===== src/hdl/shp_pkg.sv =====
// package: constants and types for the standby and protect controller
package shp_pkg;
    // protection key value that unlocks the protected registers
    localparam logic [7:0] PROTECT_UNLOCK_KEY = 8'h1f;
    // halt mode field encodings
    localparam logic [1:0] HALT_SEL_NONE      = 2'h0;
    localparam logic [1:0] HALT_SEL_STOP      = 2'h1;
    localparam logic [1:0] HALT_SEL_OSC_IDLE  = 2'h2;
    localparam logic [1:0] HALT_SEL_CPU_IDLE  = 2'h3;
    // non-maskable interrupt level
    localparam logic [2:0] NMI_LEVEL          = 3'h7;
    // entry window in gear clock cycles for osc idle and stop
    localparam int         ENTRY_GEAR_CYCLES  = 5;
    // protected register select codes
    localparam logic [2:0] PREG_CS_WAIT       = 3'h0;
    localparam logic [2:0] PREG_SYS_CLK0      = 3'h1;
    localparam logic [2:0] PREG_SYS_CLK1      = 3'h2;
    localparam logic [2:0] PREG_SYS_CLK2      = 3'h3;
    localparam logic [2:0] PREG_NOISE_CTRL    = 3'h4;
    localparam logic [2:0] PREG_PLL_CTRL      = 3'h5;
    localparam logic [2:0] PREG_PROTECT_KEY   = 3'h6;
    localparam logic [2:0] PREG_OTHER         = 3'h7;
    // reset values
    localparam logic       PROTECT_RST        = 1'b0;
    localparam logic [1:0] HALT_SEL_RST       = 2'h3;

    typedef enum logic [2:0] {
        SHP_RUN,
        SHP_ENTER,
        SHP_CPU_IDLE,
        SHP_OSC_IDLE,
        SHP_STOP,
        SHP_WARMUP
    } shp_state_e;
endpackage : shp_pkg


===== src/hdl/shp_wake_eval.sv =====
// module: evaluates interrupt requests against mask and halt mode
`timescale 1ns/1ps
module shp_wake_eval #(
    parameter int NUM_SRC = 8
) (
    input  wire logic [NUM_SRC-1:0]   req_i,
    input  wire logic [NUM_SRC*3-1:0] level_i,
    input  wire logic [NUM_SRC-1:0]   nmi_src_i,
    input  wire logic [NUM_SRC-1:0]   forced_src_i,
    input  wire logic [NUM_SRC-1:0]   allow_src_i,
    input  wire logic [2:0]           mask_level_i,
    output logic                      wake_service_o,
    output logic                      wake_resume_o,
    output logic                      wake_warmup_o,
    input  wire logic [NUM_SRC-1:0]   warm_src_i
);
    logic [NUM_SRC-1:0] svc;
    logic [NUM_SRC-1:0] res;

    initial begin
        if (NUM_SRC < 1) $error("shp_wake_eval: NUM_SRC must be positive");
    end

    // per source: enabled level, nmi, or masked forced source
    for (genvar g = 0; g < NUM_SRC; g++) begin : g_src
        logic [2:0] lvl;
        assign lvl    = nmi_src_i[g] ? shp_pkg::NMI_LEVEL : level_i[g*3 +: 3];
        assign svc[g] = req_i[g] && allow_src_i[g] &&
                        (nmi_src_i[g] || lvl >= mask_level_i);
        assign res[g] = req_i[g] && allow_src_i[g] && !svc[g] && forced_src_i[g];
    end

    assign wake_service_o = |svc;
    assign wake_resume_o  = |res;
    // warm-up needed when a release source of that class fires
    assign wake_warmup_o  = |((svc | res) & warm_src_i);
endmodule : shp_wake_eval


===== src/hdl/shp_standby_ctrl.sv =====
// module: halt mode sequencer and special register write protect
//
// Operation
// - non-key write to key register enables protection
// - unlock key write disables protection
// - protect state readable in noise control register
// - reset clears protection
// - protected set listed; key register always writable
// - halt instruction enters mode from halt_mode_sel
// - cpu idle: peripherals run per idle-run bits
// - osc idle: only oscillator and clock timer
// - stop: everything including oscillator halts
// - idle modes hold port outputs
// - level at or above mask releases, serviced
// - below mask no release, except nmi and forced sources
// - masked ext0-4 and clock timer resume, flag kept
// - nmi level fixed at seven
// - entry-window interrupt held pending, serviced later
// - stop release by nmi/ext0-4 waits warm-up
// - reset releases halt, ram kept
// - interrupt release keeps all settings
// - osc idle restart synchronous to clock
// - stop release picks clock by select bit
`timescale 1ns/1ps
module shp_standby_ctrl #(
    parameter int NUM_SRC = 8,
    parameter int NUM_PER = 11
) (
    input  wire logic                 clk_i,
    input  wire logic                 rst_i,
    // cpu special register write port
    input  wire logic                 sfr_wr_i,
    input  wire logic [2:0]           sfr_sel_i,
    input  wire logic [7:0]           sfr_wdata_i,
    output logic                      sfr_wr_allow_o,
    output logic                      protect_on_o,
    // halt control
    input  wire logic                 halt_exec_i,
    input  wire logic [1:0]           halt_mode_sel_i,
    input  wire logic                 gear_clock_tick_i,
    input  wire logic                 warmup_done_i,
    input  wire logic                 release_clk_sel_i,
    // interrupt controller
    input  wire logic [NUM_SRC-1:0]   irq_req_i,
    input  wire logic [NUM_SRC*3-1:0] irq_level_i,
    input  wire logic [2:0]           irq_mask_level_i,
    input  wire logic [NUM_SRC-1:0]   nmi_src_i,
    input  wire logic [NUM_SRC-1:0]   forced_src_i,
    input  wire logic [NUM_SRC-1:0]   cpu_idle_src_i,
    input  wire logic [NUM_SRC-1:0]   osc_idle_src_i,
    input  wire logic [NUM_SRC-1:0]   stop_src_i,
    input  wire logic [NUM_SRC-1:0]   stop_warm_src_i,
    input  wire logic [NUM_PER-1:0]   per_idle_run_i,
    // outputs to cpu, clocks and peripherals
    output logic                      cpu_halted_o,
    output logic                      cpu_idle_o,
    output logic                      osc_idle_o,
    output logic                      stop_o,
    output logic                      osc_run_o,
    output logic                      clock_timer_run_o,
    output logic [NUM_PER-1:0]        per_run_o,
    output logic                      port_hold_o,
    output logic                      warmup_start_o,
    output logic                      resume_service_o,
    output logic                      resume_next_o,
    output logic                      pending_hold_o,
    output logic                      sel_low_clk_o
);
    typedef struct packed {
        logic                   protect;
        shp_pkg::shp_state_e    state;
        logic [2:0]             gear_cnt;
        logic                   pending;
        logic                   svc_ff;
        logic                   next_ff;
        logic                   warm_svc;
        logic                   warm_start;
        logic                   low_clk;
    } shp_state_s;

    shp_state_s st_ff;
    shp_state_s nxt_st;
    logic       wk_svc;
    logic       wk_res;
    logic       wk_warm;
    logic [NUM_SRC-1:0] allow;

    initial begin
        if (NUM_SRC < 1 || NUM_PER < 1) $error("shp_standby_ctrl: bad sizes");
    end

    // sources allowed to release differ per halt mode
    always_comb begin
        case (st_ff.state)
            shp_pkg::SHP_CPU_IDLE: allow = cpu_idle_src_i;
            shp_pkg::SHP_OSC_IDLE: allow = osc_idle_src_i;
            shp_pkg::SHP_STOP:     allow = stop_src_i;
            default:               allow = '0;
        endcase
    end

    shp_wake_eval #(
        .NUM_SRC (NUM_SRC)
    ) u_wake (
        .req_i          (irq_req_i),
        .level_i        (irq_level_i),
        .nmi_src_i      (nmi_src_i),
        .forced_src_i   (forced_src_i),
        .allow_src_i    (allow),
        .mask_level_i   (irq_mask_level_i),
        .wake_service_o (wk_svc),
        .wake_resume_o  (wk_res),
        .wake_warmup_o  (wk_warm),
        .warm_src_i     (stop_warm_src_i)
    );

    // next state: protection register and halt sequencer
    always_comb begin
        nxt_st            = st_ff;
        nxt_st.svc_ff     = 1'b0;
        nxt_st.next_ff    = 1'b0;
        nxt_st.warm_start = 1'b0;
        // key register is never blocked
        if (sfr_wr_i && sfr_sel_i == shp_pkg::PREG_PROTECT_KEY) begin
            nxt_st.protect = (sfr_wdata_i != shp_pkg::PROTECT_UNLOCK_KEY);
        end
        case (st_ff.state)
            shp_pkg::SHP_RUN: begin
                if (halt_exec_i) begin
                    nxt_st.gear_cnt = '0;
                    nxt_st.pending  = 1'b0;
                    case (halt_mode_sel_i)
                        shp_pkg::HALT_SEL_CPU_IDLE: nxt_st.state = shp_pkg::SHP_CPU_IDLE;
                        shp_pkg::HALT_SEL_OSC_IDLE,
                        shp_pkg::HALT_SEL_STOP: begin
                            nxt_st.state    = shp_pkg::SHP_ENTER;
                            nxt_st.low_clk  = halt_mode_sel_i[0];
                        end
                        default: nxt_st.state = shp_pkg::SHP_RUN;
                    endcase
                end
            end
            shp_pkg::SHP_ENTER: begin
                // requests now cannot release; remember them
                if (|irq_req_i) nxt_st.pending = 1'b1;
                if (gear_clock_tick_i) begin
                    if (st_ff.gear_cnt ==
                        3'(shp_pkg::ENTRY_GEAR_CYCLES - 1)) begin
                        nxt_st.state = st_ff.low_clk ? shp_pkg::SHP_STOP
                                                     : shp_pkg::SHP_OSC_IDLE;
                    end else begin
                        nxt_st.gear_cnt = st_ff.gear_cnt + 3'h1;
                    end
                end
            end
            shp_pkg::SHP_CPU_IDLE,
            shp_pkg::SHP_OSC_IDLE: begin
                // release registered on the clock edge
                if (wk_svc || wk_res) begin
                    nxt_st.state   = shp_pkg::SHP_RUN;
                    nxt_st.svc_ff  = wk_svc;
                    nxt_st.next_ff = !wk_svc;
                    nxt_st.pending = 1'b0;
                end
            end
            shp_pkg::SHP_STOP: begin
                if (wk_svc || wk_res) begin
                    nxt_st.warm_svc = wk_svc;
                    if (wk_warm) begin
                        nxt_st.state      = shp_pkg::SHP_WARMUP;
                        nxt_st.warm_start = 1'b1;
                    end else begin
                        nxt_st.state   = shp_pkg::SHP_RUN;
                        nxt_st.svc_ff  = wk_svc;
                        nxt_st.next_ff = !wk_svc;
                        nxt_st.pending = 1'b0;
                    end
                end
            end
            shp_pkg::SHP_WARMUP: begin
                if (warmup_done_i) begin
                    nxt_st.state   = shp_pkg::SHP_RUN;
                    nxt_st.svc_ff  = st_ff.warm_svc;
                    nxt_st.next_ff = !st_ff.warm_svc;
                    nxt_st.pending = 1'b0;
                end
            end
            default: nxt_st.state = shp_pkg::SHP_RUN;
        endcase
    end

    // reset ends any halt and clears protection; ram lives elsewhere
    always_ff @(posedge clk_i or posedge rst_i) begin
        if (rst_i) begin
            st_ff.protect    <= shp_pkg::PROTECT_RST;
            st_ff.state      <= shp_pkg::SHP_RUN;
            st_ff.gear_cnt   <= 3'h0;
            st_ff.pending    <= 1'b0;
            st_ff.svc_ff     <= 1'b0;
            st_ff.next_ff    <= 1'b0;
            st_ff.warm_svc   <= 1'b0;
            st_ff.warm_start <= 1'b0;
            st_ff.low_clk    <= 1'b0;
        end else begin
            st_ff <= nxt_st;
        end
    end

    // write gating for the protected set
    assign sfr_wr_allow_o = sfr_wr_i &&
        (!st_ff.protect || sfr_sel_i == shp_pkg::PREG_PROTECT_KEY ||
         sfr_sel_i == shp_pkg::PREG_OTHER);
    assign protect_on_o = st_ff.protect;

    // mode decode
    assign cpu_idle_o = (st_ff.state == shp_pkg::SHP_CPU_IDLE);
    assign osc_idle_o = (st_ff.state == shp_pkg::SHP_OSC_IDLE);
    assign stop_o     = (st_ff.state == shp_pkg::SHP_STOP) ||
                        (st_ff.state == shp_pkg::SHP_WARMUP);
    assign cpu_halted_o = (st_ff.state != shp_pkg::SHP_RUN);

    // oscillator off only in stop; warm-up runs it again
    assign osc_run_o         = (st_ff.state != shp_pkg::SHP_STOP);
    assign clock_timer_run_o = !stop_o;
    // peripherals: all in run, enabled ones in cpu idle, none otherwise
    for (genvar p = 0; p < NUM_PER; p++) begin : g_per
        assign per_run_o[p] = (st_ff.state == shp_pkg::SHP_RUN) ||
                              (cpu_idle_o && per_idle_run_i[p]);
    end
    assign port_hold_o = cpu_idle_o || osc_idle_o;

    // release pulses; settings untouched by interrupt release
    assign resume_service_o = st_ff.svc_ff;
    assign resume_next_o    = st_ff.next_ff;
    assign pending_hold_o   = st_ff.pending;
    assign warmup_start_o   = st_ff.warm_start;
    assign sel_low_clk_o    = release_clk_sel_i;
endmodule : shp_standby_ctrl


===== config.mk =====
export PLATFORM = sky130hd
export DESIGN_NAME = shp_standby_ctrl
export DESIGN_NICKNAME = d
export VERILOG_FILES = /design/src/hdl/shp_pkg.sv /design/src/hdl/shp_wake_eval.sv /design/src/hdl/shp_standby_ctrl.sv
export SDC_FILE = /design/constraint.sdc
export NUM_CORES = 1
export LEC_CHECK = 0
export ABC_AREA = 0
export BUFFER_PORTS_ARGS = -buffer_cell sky130_fd_sc_hd__buf_2
export CORE_MARGIN = 4
export CORE_UTILIZATION = 42
export CTS_CLUSTER_DIAMETER = 150
export DETAILED_ROUTE_END_ITERATION = 6
export GPL_ROUTABILITY_DRIVEN = 0
export MAX_ROUTING_LAYER = met4
export PLACE_DENSITY = 0.86
export SLEW_MARGIN = 20
export SYNTH_ARGS = -nofsm -noshare
export SYNTH_HDL_FRONTEND = slang
export SYNTH_HIERARCHICAL = 1
export SYNTH_SLANG_ARGS = --single-unit

===== constraint.sdc =====
create_clock -name clk_i -period 4 [get_ports clk_i]
set_input_delay 0.2 -clock clk_i [delete_from_list [all_inputs] [get_ports clk_i]]
set_output_delay 0.2 -clock clk_i [all_outputs]
set_load 0.1 [all_outputs]

After elaboration in Yosys (flattened, before gate mapping)

Cells that the tools add are included.
Widths: inputs -> output; s select.

$add $sub $neg: 1
Magnitude comparators: 8
Equality and inequality tests: 22
Muxes and demuxes: 30
Bitwise gates (word level): 2
Reductions and logical operators: 96

Operators by type and width:

| kind               | number |
|---|---|
| $mux 3             | 18 |
| $logic_and 1x1->1  | 45 |
| $reduce_or 8->1    | 4 |
| $ge 3x3->1         | 8 |
| $logic_or 1x1->1   | 24 |
| $pmux 8 s3         | 1 |
| $ne 2x2->1 const B | 9 |
| $eq 3x3->1 const B | 5 |
| $pmux 3 s5         | 1 |
| $logic_not 1->1    | 12 |
| $and 8x8->8        | 1 |
| $ne 8x5->1 const B | 1 |
| $or 8x8->8         | 1 |
| $mux 7             | 1 |
| $reduce_and 7->1   | 1 |
| $eq 3x2->1 const B | 2 |
| $mux 6             | 1 |
| $pmux 2 s3         | 1 |
| $pmux 3 s2         | 1 |
| $reduce_and 6->1   | 1 |
| $mux 5             | 1 |
| $pmux 1 s5         | 1 |
| $reduce_bool 5->1  | 1 |
| $eq 2x2->1 const B | 2 |
| 13 further kinds   | 16 |

Flip-flop bits (word level): 13
Input port bits: 114
Output and inout bits: 25
Word-level logic and storage cells: 168

Logic depth before layout (Yosys ltp)

Gate-level depths: netlist of the first run.

Depth after elaboration: 13
Gate-level depth with buffers: 14
Depth with buffers taken out: 12

By module

The synthesis of the first run kept the hierarchy.

By module, submodules not included:

| module           | times used | cells each | area an instance (µm²) | seq. area each (µm²) |
|---|---|---|---|---|
| shp_standby_ctrl | 1          | 143        | 1101.1                 | 325.3 |
| shp_wake_eval    | 1          | 118        | 857.1                  | 0.0 |

Least setup slack after synthesis of the first run

Ideal clock, no wire load.

Path type: reg-to-output
Start point: register st_ff (netlist bit protect_on_o)
End point: output port sfr_wr_allow_o
Data arrival time: 3063 ps
Required time: 3800 ps
Path slack: 737 ps
Cell stages (with the launch flop): 2
Buffers on the path: 0
Cell sequence: dfrtp_1 > a21boi_0

Longest elaborated chain between the ends: 4

RTL lines:

| item                           | line                    | text |
|---|---|---|
| start: declaration             | shp_standby_ctrl.sv:81  | `shp_state_s st_ff;` |
| start signal: assignment       | shp_standby_ctrl.sv:205 | `st_ff <= nxt_st;` |
| $logic_not 1->1                | shp_standby_ctrl.sv:211 | `(!st_ff.protect \|\| sfr_sel_i == shp_pkg::PREG_PROTECT_KEY \|\|` |
| $logic_or 1x1->1 (2 in series) | shp_standby_ctrl.sv:211 |  |
| $logic_and 1x1->1              | shp_standby_ctrl.sv:210 | `assign sfr_wr_allow_o = sfr_wr_i &&` |
| end: declaration               | shp_standby_ctrl.sv:35  | `output logic sfr_wr_allow_o,` |

No other way between the ends.

Worst setup path in the final report of the first run

Start point: register st_ff[11] (netlist bit)
End point: register st_ff[9] (netlist bit)

Elaborated cells on any way between the ends: 64
Classes of those cells: 11 x eq/ne; 4 x mux; 2 x bitwise; 47 x reduce/logical

RTL lines:

| item                                     | line                                             | text |
|---|---|---|
| $eq 3x3->1 or $eq 3x2->1 (tied branches) | shp_standby_ctrl.sv:94                           | `case (st_ff.state)` |
| $pmux 8 s3 *                             | shp_standby_ctrl.sv:94                           |  |
| via allow[6]                             | shp_standby_ctrl.sv:86                           | `logic [NUM_SRC-1:0] allow;` |
| $logic_and 1x1->1 *                      | shp_wake_eval.sv:28, shp_wake_eval.sv:30         |  |
| $logic_and 1x1->1                        | shp_wake_eval.sv:28                              | `assign svc[g] = req_i[g] && allow_src_i[g] &&` |
| $logic_not 1->1                          | shp_wake_eval.sv:30                              | `assign res[g] = req_i[g] && allow_src_i[g] && !svc[g] && forced_src_i[g];` |
| $logic_and 1x1->1 * (2 in series)        | shp_wake_eval.sv:30                              |  |
| $reduce_or 8->1 *                        | shp_wake_eval.sv:34                              | `assign wake_resume_o = \|res;` |
| via wk_res                               | shp_standby_ctrl.sv:84                           | `logic wk_res;` |
| $logic_or 1x1->1 *                       | shp_standby_ctrl.sv:159, shp_standby_ctrl.sv:167 |  |
| $ne 2x2->1 (no source line)              | --                                               |  |
| $reduce_and 6->1 (no source line) *      | --                                               |  |

The timed path passes the listed nets; every way through them passes the cells marked *. The select of a mux whose other input is x is not followed.
A chain may end at the register's enable or synchronous reset.

==> impl_metrics.env, run 1 <==
export IMPL_outcome="completed"
export IMPL_drive_above_1_share_pct=41.62
export IMPL_critPathLaunchType="register"
export IMPL_grt_max_degree=15
export IMPL_die_y_um=76.28
export IMPL_maxUsedRoutingLayer="met4"
export IMPL_synth_compound_area_share_pct=20.32
export IMPL_r2r_start="st_ff[11]"
export IMPL_fin_skew_ns=0.0006216
export IMPL_critPathMaxFanout=14
export IMPL_cts_tree="built"
export IMPL_synth_warnings=6
export IMPL_core_area_um2=4444
export IMPL_syn_nets=402
export IMPL_syn_area_um2=1958
export IMPL_synth_edff_count=0
export IMPL_r2r_worst_path_cells=9
export IMPL_crit_type="reg2reg"
export IMPL_io_buffers=136
export IMPL_ant_nets=0
export IMPL_worst_pin_slew_ns=0.7018
export IMPL_start_util_pct=44.06
export IMPL_num_antenna_cells=0
export IMPL_wl_met2_um=3325
export IMPL_critPathCaptureType="register"
export IMPL_ys_seq_elements=13
export IMPL_die_x_um=76.28
export IMPL_overflow=0
export IMPL_drc=0
export IMPL_antenna_found_initial=0
export IMPL_viasPerCell=5.413
export IMPL_finalNetCount=536
export IMPL_drtIter0Drc=228
export IMPL_root_buffer="clkbuf_8"
export IMPL_critPathArrivalTime_ns=3.36
export IMPL_fmax_ghz=0.3097
export IMPL_slew_headroom_pct=53.04
export IMPL_grt_usage_pct=22.62
export IMPL_clockBufferDepth=2
export IMPL_cts_max_level=1
export IMPL_syn_inst=261
export IMPL_first_global_vias=2415
export IMPL_drt_total_wl_um=6610
export IMPL_setup_tns_ns=0
export IMPL_met1Wirelength_um=2622
export IMPL_required_ns=4.13
export IMPL_die_area_um2=5819
export IMPL_via_count=2414
export IMPL_synthArstFlopShare_pct=100.0
export IMPL_ioPinCount=139
export IMPL_cts_sinks=13
export IMPL_synth_area_mux_share_pct=6.262
export IMPL_power_density_nw_per_um2=655.9
export IMPL_min_period_ns=3.229
export IMPL_wl_per_cell_um=14.82
export IMPL_dp_final_hpwl_um=5758
export IMPL_reg2reg_slack_ns=0.77
export IMPL_dr_pass1_iters=4
export IMPL_post_cts_buffers=0
export IMPL_min_from="halt_mode_sel_i[0]"
export IMPL_rsz0062_at_grt="no"
export IMPL_clk_pin_slew_worst_paths_ns=0.06
export IMPL_cts_buffers=3
export IMPL_holdPathEnd="st_ff[0]"
export IMPL_synth_xor_area_share_pct=0
export IMPL_ys_types=44
export IMPL_avgSynthCellArea_um2=7.502
export IMPL_instances_no_fill=446
export IMPL_wl_met3_um=614
export IMPL_seq_area_frac_synth_pct=16.61
export IMPL_grt_pass1_wl_um=10850
export IMPL_fin_crit_sh_pct=80.72
export IMPL_multi_input_area_um2=1530
export IMPL_reg2reg_to="st_ff[9]"
export IMPL_synth_simple_area_share_pct=34.31
export IMPL_hold_path_class="in2reg"
export IMPL_hold_depth=2
export IMPL_setup_viol=0
export IMPL_area_growth_pct=38.34
export IMPL_num_fill_cells=413
export IMPL_slew_violations=0
export IMPL_cap_viol_max_count=0
export IMPL_synth_top_family_by_area="simple AND/OR/NAND/NOR gates"
export IMPL_finalHoldViolCount=0
export IMPL_seq_area_um2=325.3
export IMPL_cellLeakagePower_nw=1.428
export IMPL_rows=24
export IMPL_clkLatencyLatePin_ns=0.25
export IMPL_synthAdderAreaFrac_pct=17.25
export IMPL_synth_top_flop_cell="dfrtp_1"
export IMPL_peakVddDrop_mv=0.6479
export IMPL_dpl_cell_count=441
## Yosys cell counts, types with 2 or more instances
master / count / area [um2]
a211oi_1: 8 / 60.06
a22o_1: 2 / 17.52
a31oi_1: 2 / 12.51
and3_1: 3 / 18.77
buf_2: 4 / 20.02
buf_4: 3 / 22.52
dfrtp_1: 13 / 325.3
ha_1: 27 / 337.8
inv_1: 12 / 45.04
mux2i_1: 10 / 100.1
nand2_1: 44 / 165.2
nand2b_1: 6 / 37.54
nand3_1: 17 / 85.08
nand4_1: 5 / 31.28
nand4b_1: 2 / 17.52
nor2_1: 16 / 60.06
nor2b_1: 11 / 68.82
nor3_1: 3 / 15.01
nor4_1: 3 / 18.77
o2111ai_1: 6 / 52.55
o21ai_0: 19 / 95.09
o21ai_1: 3 / 15.01
o22ai_1: 4 / 25.02
or2_2: 17 / 106.4
or4_1: 2 / 15.01
## layer usage
layer / vias to the layer above / global-route usage (%)
met5: - / -
met4: 0 / 3.986
met3: 5 / 5.556
met2: 129 / 40.25
met1: 1062 / 25.99
li1: 1218 / -
## per-stage QoR
step | worst slack [ns] | hold slack [ns] | power (mW) | instance area [um2] | utilization (%)
after global routing | 0.6582 | 0.2082 | 1.876 | 2709 | 60.95
after global placement | 0.9185 | 0.2442 | 1.624 | 2654 | 59.71
final | 0.7711 | 0.2061 | 1.777 | 2709 | 60.95
after floorplan | 0.7370 | 0.07696 | 1.415 | 1958 | -
after CTS | 0.8063 | 0.2059 | 1.773 | 2709 | 60.95
after detailed placement | 0.8230 | 0.2584 | 1.653 | 2654 | 59.71
## worst max path at each step
| stage | startpoint | endpoint | cells after the start |
|---|---|---|---|
| finish | st_ff[11] | st_ff[9] | 9 |
| global route | st_ff[11] | st_ff[9] | 9 |
| CTS | st_ff[11] | st_ff[9] | 9 |
| detailed placement | st_ff[11] | st_ff[9] | 9 |
| global placement | st_ff[11] | st_ff[9] | 9 |
| floorplan | protect_on_o | sfr_wr_allow_o | 1 |
## layout by cell type, fill, tap and decap left out, types with 2 or more instances in the layout
cell	count
mux2i_1	10
dfrtp_1	13
or4_1	2
nor4_1	3
nand2b_1	6
a22o_1	2
clkbuf_8	3
nand4_1	5
nor2_1	16
nor2b_1	11
ha_1	27
nand3_1	17
buf_2	136
o2111ai_1	6
or2_2	17
nand2_1	44
nor3_1	3
a211oi_1	8
o22ai_1	4
and3_1	3
a31oi_1	2
nand4b_1	2
inv_1	12
o21ai_0	19
o21ai_1	3
## final cells by class
cell class	count	area share, %
Multi-Input combinational cell	227	56.49
Timing Repair Buffer	138	25.77
Sequential cell	13	12.01
Tap cell	52	2.402
Clock buffer	4	1.663
Inverter	12	1.663
## kinds of logic (layout without fill, tap and decap cells)
family / count (synthesis) / count (layout)
AND/OR/NAND/NOR: 132 / 132
buffers and inverters: 21 / 154
adder cells (fa/ha/maj): 27 / 27
AO/OA/AOI/OAI: 56 / 56
multiplexers: 12 / 12
flip-flops: 13 / 13
## power breakdown
group / internal, mW / switching (mW)
registers: 0.172 / 0.0505
logic: 0.316 / 1.12
clock network: 0.0705 / 0.0499
total: 0.559 / 1.22
## flip-flops by register name, summed over array words and instances, names as in the netlist
name	count
resume_next_o	1
pending_hold_o	1
warmup_start_o	1
st_ff	8
resume_service_o	1
protect_on_o	1
## critical path, cell delays in order, from the launching register on
cell       delay [ns]
dfrtp_1          0.56
nand2b_1         0.47
o21ai_0          0.28
nand3_1          0.13
o22ai_1          0.08
or4_1            0.61
or2_2            0.34
a2bb2oi_2        0.18
o211ai_2         0.11
mux2_1           0.34
## repair_timing
| item | CTS | global route |
|---|---|---|
| resized for setup | 0 | 0 |
| hold buffers | 1 | 0 |
| endpoints found under the hold margin | 13 | 0 |
(Power assumes the default switching activity.)
==> inputs of run 2 (changes only) <==
--- a/config.mk
+++ b/config.mk
@@ -5,15 +5,15 @@
 export SDC_FILE = /design/constraint.sdc
 export NUM_CORES = 1
 export LEC_CHECK = 0
-export ABC_AREA = 0
+export ABC_AREA = 1
 export BUFFER_PORTS_ARGS = -buffer_cell sky130_fd_sc_hd__buf_2
 export CORE_MARGIN = 4
-export CORE_UTILIZATION = 42
+export CORE_UTILIZATION = 39
 export CTS_CLUSTER_DIAMETER = 150
 export DETAILED_ROUTE_END_ITERATION = 6
 export GPL_ROUTABILITY_DRIVEN = 0
 export MAX_ROUTING_LAYER = met4
-export PLACE_DENSITY = 0.86
+export PLACE_DENSITY = 0.82
 export SLEW_MARGIN = 20
 export SYNTH_ARGS = -nofsm -noshare
 export SYNTH_HDL_FRONTEND = slang
==> constraint.sdc (replaced) <==
create_clock -name clk_i -period 2.7 [get_ports clk_i]
set_input_delay 0.135 -clock clk_i [delete_from_list [all_inputs] [get_ports clk_i]]
set_output_delay 0.135 -clock clk_i [all_outputs]
set_load 0.1 [all_outputs]
==> run 2 against run 1 <==
  * Clock skew up 0.0024 ns
  * Register-to-register slack worse by 0.48 ns
  * Hold slack worse by 0.053 ns
  * Routed wire length is 0.36% lower
  * Area after synthesis increased by 9.1%
  * Sequential share of layout area shrank 0.95 points
  * Worst setup slack lost 0.48 ns
  * Synthesized cell count is 42% higher
  * Critical path depth increased by 8
  * Total power up 54%
==> impl_metrics.env, run 2 <==
export IMPL_final_common_cell="nand2_1"
export IMPL_min_period_ns=2.411
export IMPL_power_density_nw_per_um2=922.0
export IMPL_ioPinCount=139
export IMPL_syn_area_um2=2136
export IMPL_syn_inst=370
export IMPL_fmax_ghz=0.4149
export IMPL_synth_edff_count=0
export IMPL_clkLatencyLatePin_ns=0.24
export IMPL_reg2reg_slack_ns=0.29
export IMPL_seq_area_frac_synth_pct=15.23
export IMPL_antenna_found_initial=0
export IMPL_drive_above_1_share_pct=38.31
export IMPL_drtIter0Drc=109
export IMPL_cts_buffers=3
export IMPL_dr_pass1_iters=4
export IMPL_die_y_um=82
export IMPL_syn_nets=511
export IMPL_die_x_um=82
export IMPL_num_antenna_cells=0
export IMPL_synth_warnings=6
export IMPL_clockBufferDepth=2
export IMPL_first_global_vias=2370
export IMPL_max_stage_delay_ns=0.44
export IMPL_yosysMostFrequentCell="nand2_1"
export IMPL_outcome="completed"
export IMPL_synth_top_area_cell="nand2_1"
export IMPL_drc=0
export IMPL_root_buffer="clkbuf_8"
export IMPL_cap_viol_max_count=0
export IMPL_clk_pin_slew_worst_paths_ns=0.05
export IMPL_grt_max_degree=16
export IMPL_grt_usage_pct=18.83
export IMPL_synth_common_cells="nand2_1, inv_1, nor2_1"
export IMPL_cts_tree="built"
export IMPL_slowest_stage="dfrtp_1"
export IMPL_via_count=2674
export IMPL_yosysTopAreaCellShare_pct=26.71
export IMPL_critPathCaptureType="register"
export IMPL_setup_viol=0
export IMPL_rows=26
export IMPL_finalNetCount=651
export IMPL_area_growth_pct=38.72
export IMPL_dpl_worst_slack_ns=0.2729
export IMPL_required_ns=2.87
export IMPL_critPathArrivalTime_ns=2.58
export IMPL_slew_headroom_pct=66.61
export IMPL_overflow=0
export IMPL_hold_path_class="in2reg"
export IMPL_slew_violations=0
export IMPL_io_buffers=136
export IMPL_cts_max_level=1
export IMPL_synthTopCellsByArea="nand2_1, ha_1, dfrtp_1, inv_1, nor2_1"
export IMPL_synthArstFlopShare_pct=100.0
export IMPL_peakVddDrop_mv=0.8123
export IMPL_largest_reg_flops=8
export IMPL_synth_top_flop_cell="dfrtp_1"
export IMPL_layout_common_cells="nand2_1, buf_2, inv_1"
export IMPL_ys_types=31
export IMPL_start_util_pct=41.03
export IMPL_viasPerCell=4.618
export IMPL_worst_pin_slew_ns=0.5002
export IMPL_die_area_um2=6724
export IMPL_ys_seq_elements=13
export IMPL_cellLeakagePower_nw=1.808
export IMPL_wl_per_cell_um=11.37
export IMPL_fin_crit_sh_pct=89.28
export IMPL_drt_total_wl_um=6586
export IMPL_cts_sinks=13
export IMPL_rsz0062_at_grt="no"
export IMPL_ant_nets=0
export IMPL_critPathLaunchType="register"
export IMPL_dp_final_hpwl_um=5863
export IMPL_setup_tns_ns=0
export IMPL_finalHoldViolCount=0
export IMPL_top_register="st_ff"
export IMPL_crit_top_cell="nand2_1"
export IMPL_avgSynthCellArea_um2=5.772
export IMPL_critPathMaxFanout=11
export IMPL_grt_pass1_wl_um=9715
export IMPL_setup_ws_ns=0.2895
export IMPL_crit_type="reg2reg"
export IMPL_core_area_um2=5205
export IMPL_fin_skew_ns=0.003022
export IMPL_crit_chain="inv_2, nand3_1, clkinvlp_4, nand2_1, nand3_1, nand2_1, clkinv_1, nand2_1, nand4_1, or2_1, nor2_2, nand3_1, nand2_1, nor2_2, nand2_1, nand2_1, o21ai_1"
## run 2: changes by cell type after synthesis, moves of 11 or more
| cell | change |
|---|---|
| inv_1 | +27 |
| nand2_1 | +108 |
| nand2_2 | +12 |
| nor2_1 | +19 |
| nor2b_1 | -11 |
| o21ai_0 | -13 |
## run 2: where the power goes
part	total (mW)	internal, mW	switching (mW)
Clock	0.175	0.104	0.0708
Sequential	0.304	0.251	0.0534
Combinational	2.25	0.451	1.80
Total	2.73	0.806	1.93
## run 2: cell type report
class                      instances  area (um2)
clock buffer                       4       45.04
fill                             535        2242
inverter                          52       207.7
multi-input combinational        300        1582
sequential                        13       327.8
tap                               70       87.58
timing repair buffer             140       713.2
## run 2: path summary, 6_finish.rpt
path / start / to / cells after the start
worst max-delay path: st_ff[9] / st_ff[9] / 17
worst min-delay path: sfr_wdata_i[6] / protect_on_o / 3
worst max register to register: st_ff[9] / st_ff[9] / 17
worst min register to register: pending_hold_o / pending_hold_o / 2
max in group asynchronous: rst_i / st_ff[11] / 3
min in group asynchronous: rst_i / st_ff[8] / 3
## run 2: kinds of logic (layout without fill, tap and decap cells)
| logic type | after synthesis | in the layout | share of synthesized area [%] |
|---|---|---|---|
| simple gates | 251 | 251 | 52.14 |
| flops | 13 | 13 | 15.23 |
| buf+inv | 57 | 196 | 10.95 |
| fa+ha+maj | 27 | 27 | 15.82 |
| compound gates | 22 | 22 | 5.859 |
## run 2: routing by layer
metal  up-vias  GRT usage (%)  part of all wire (%)
li1       1421              -                     -
met1      1125          19.76                    39
met2       118          35.78                    48
met3        10          4.276                    11
met4         0          3.654                   1.5
met5         -              -                     0
## run 2: timing repair
item / 4_1_cts / 5_1_grt
buffers inserted: 0 / 1
setup endpoints to repair: 0 / 1
hold buffers: 1 / 0
hold endpoints to repair: 13 / 0
resized for setup: 0 / 2
## run 2: worst max-delay path, delay by kind of cell, from the launching register on
| kind | cells | cell delay [ns] |
|---|---|---|
| AND/OR/NAND/NOR | 13 | 1.45 |
| AO/OA/AOI/OAI | 1 | 0.07 |
| buffers and inverters | 3 | 0.38 |
| flip-flops | 1 | 0.44 |
## run 2: stage by stage
stage	hold WS, ns	power [mW]	instance area [um2]	std cells	utilization [%]
2_1_floorplan	0.01189	2.170	2146	370	-
3_3_place_gp	0.1796	2.516	2895	573	55.63
3_5_place_dp	0.1809	2.545	2895	573	55.63
4_1_cts	0.1524	2.726	2950	578	56.68
5_1_grt	0.1978	2.891	2963	579	56.92
6_report	0.1530	2.732	2963	579	56.92
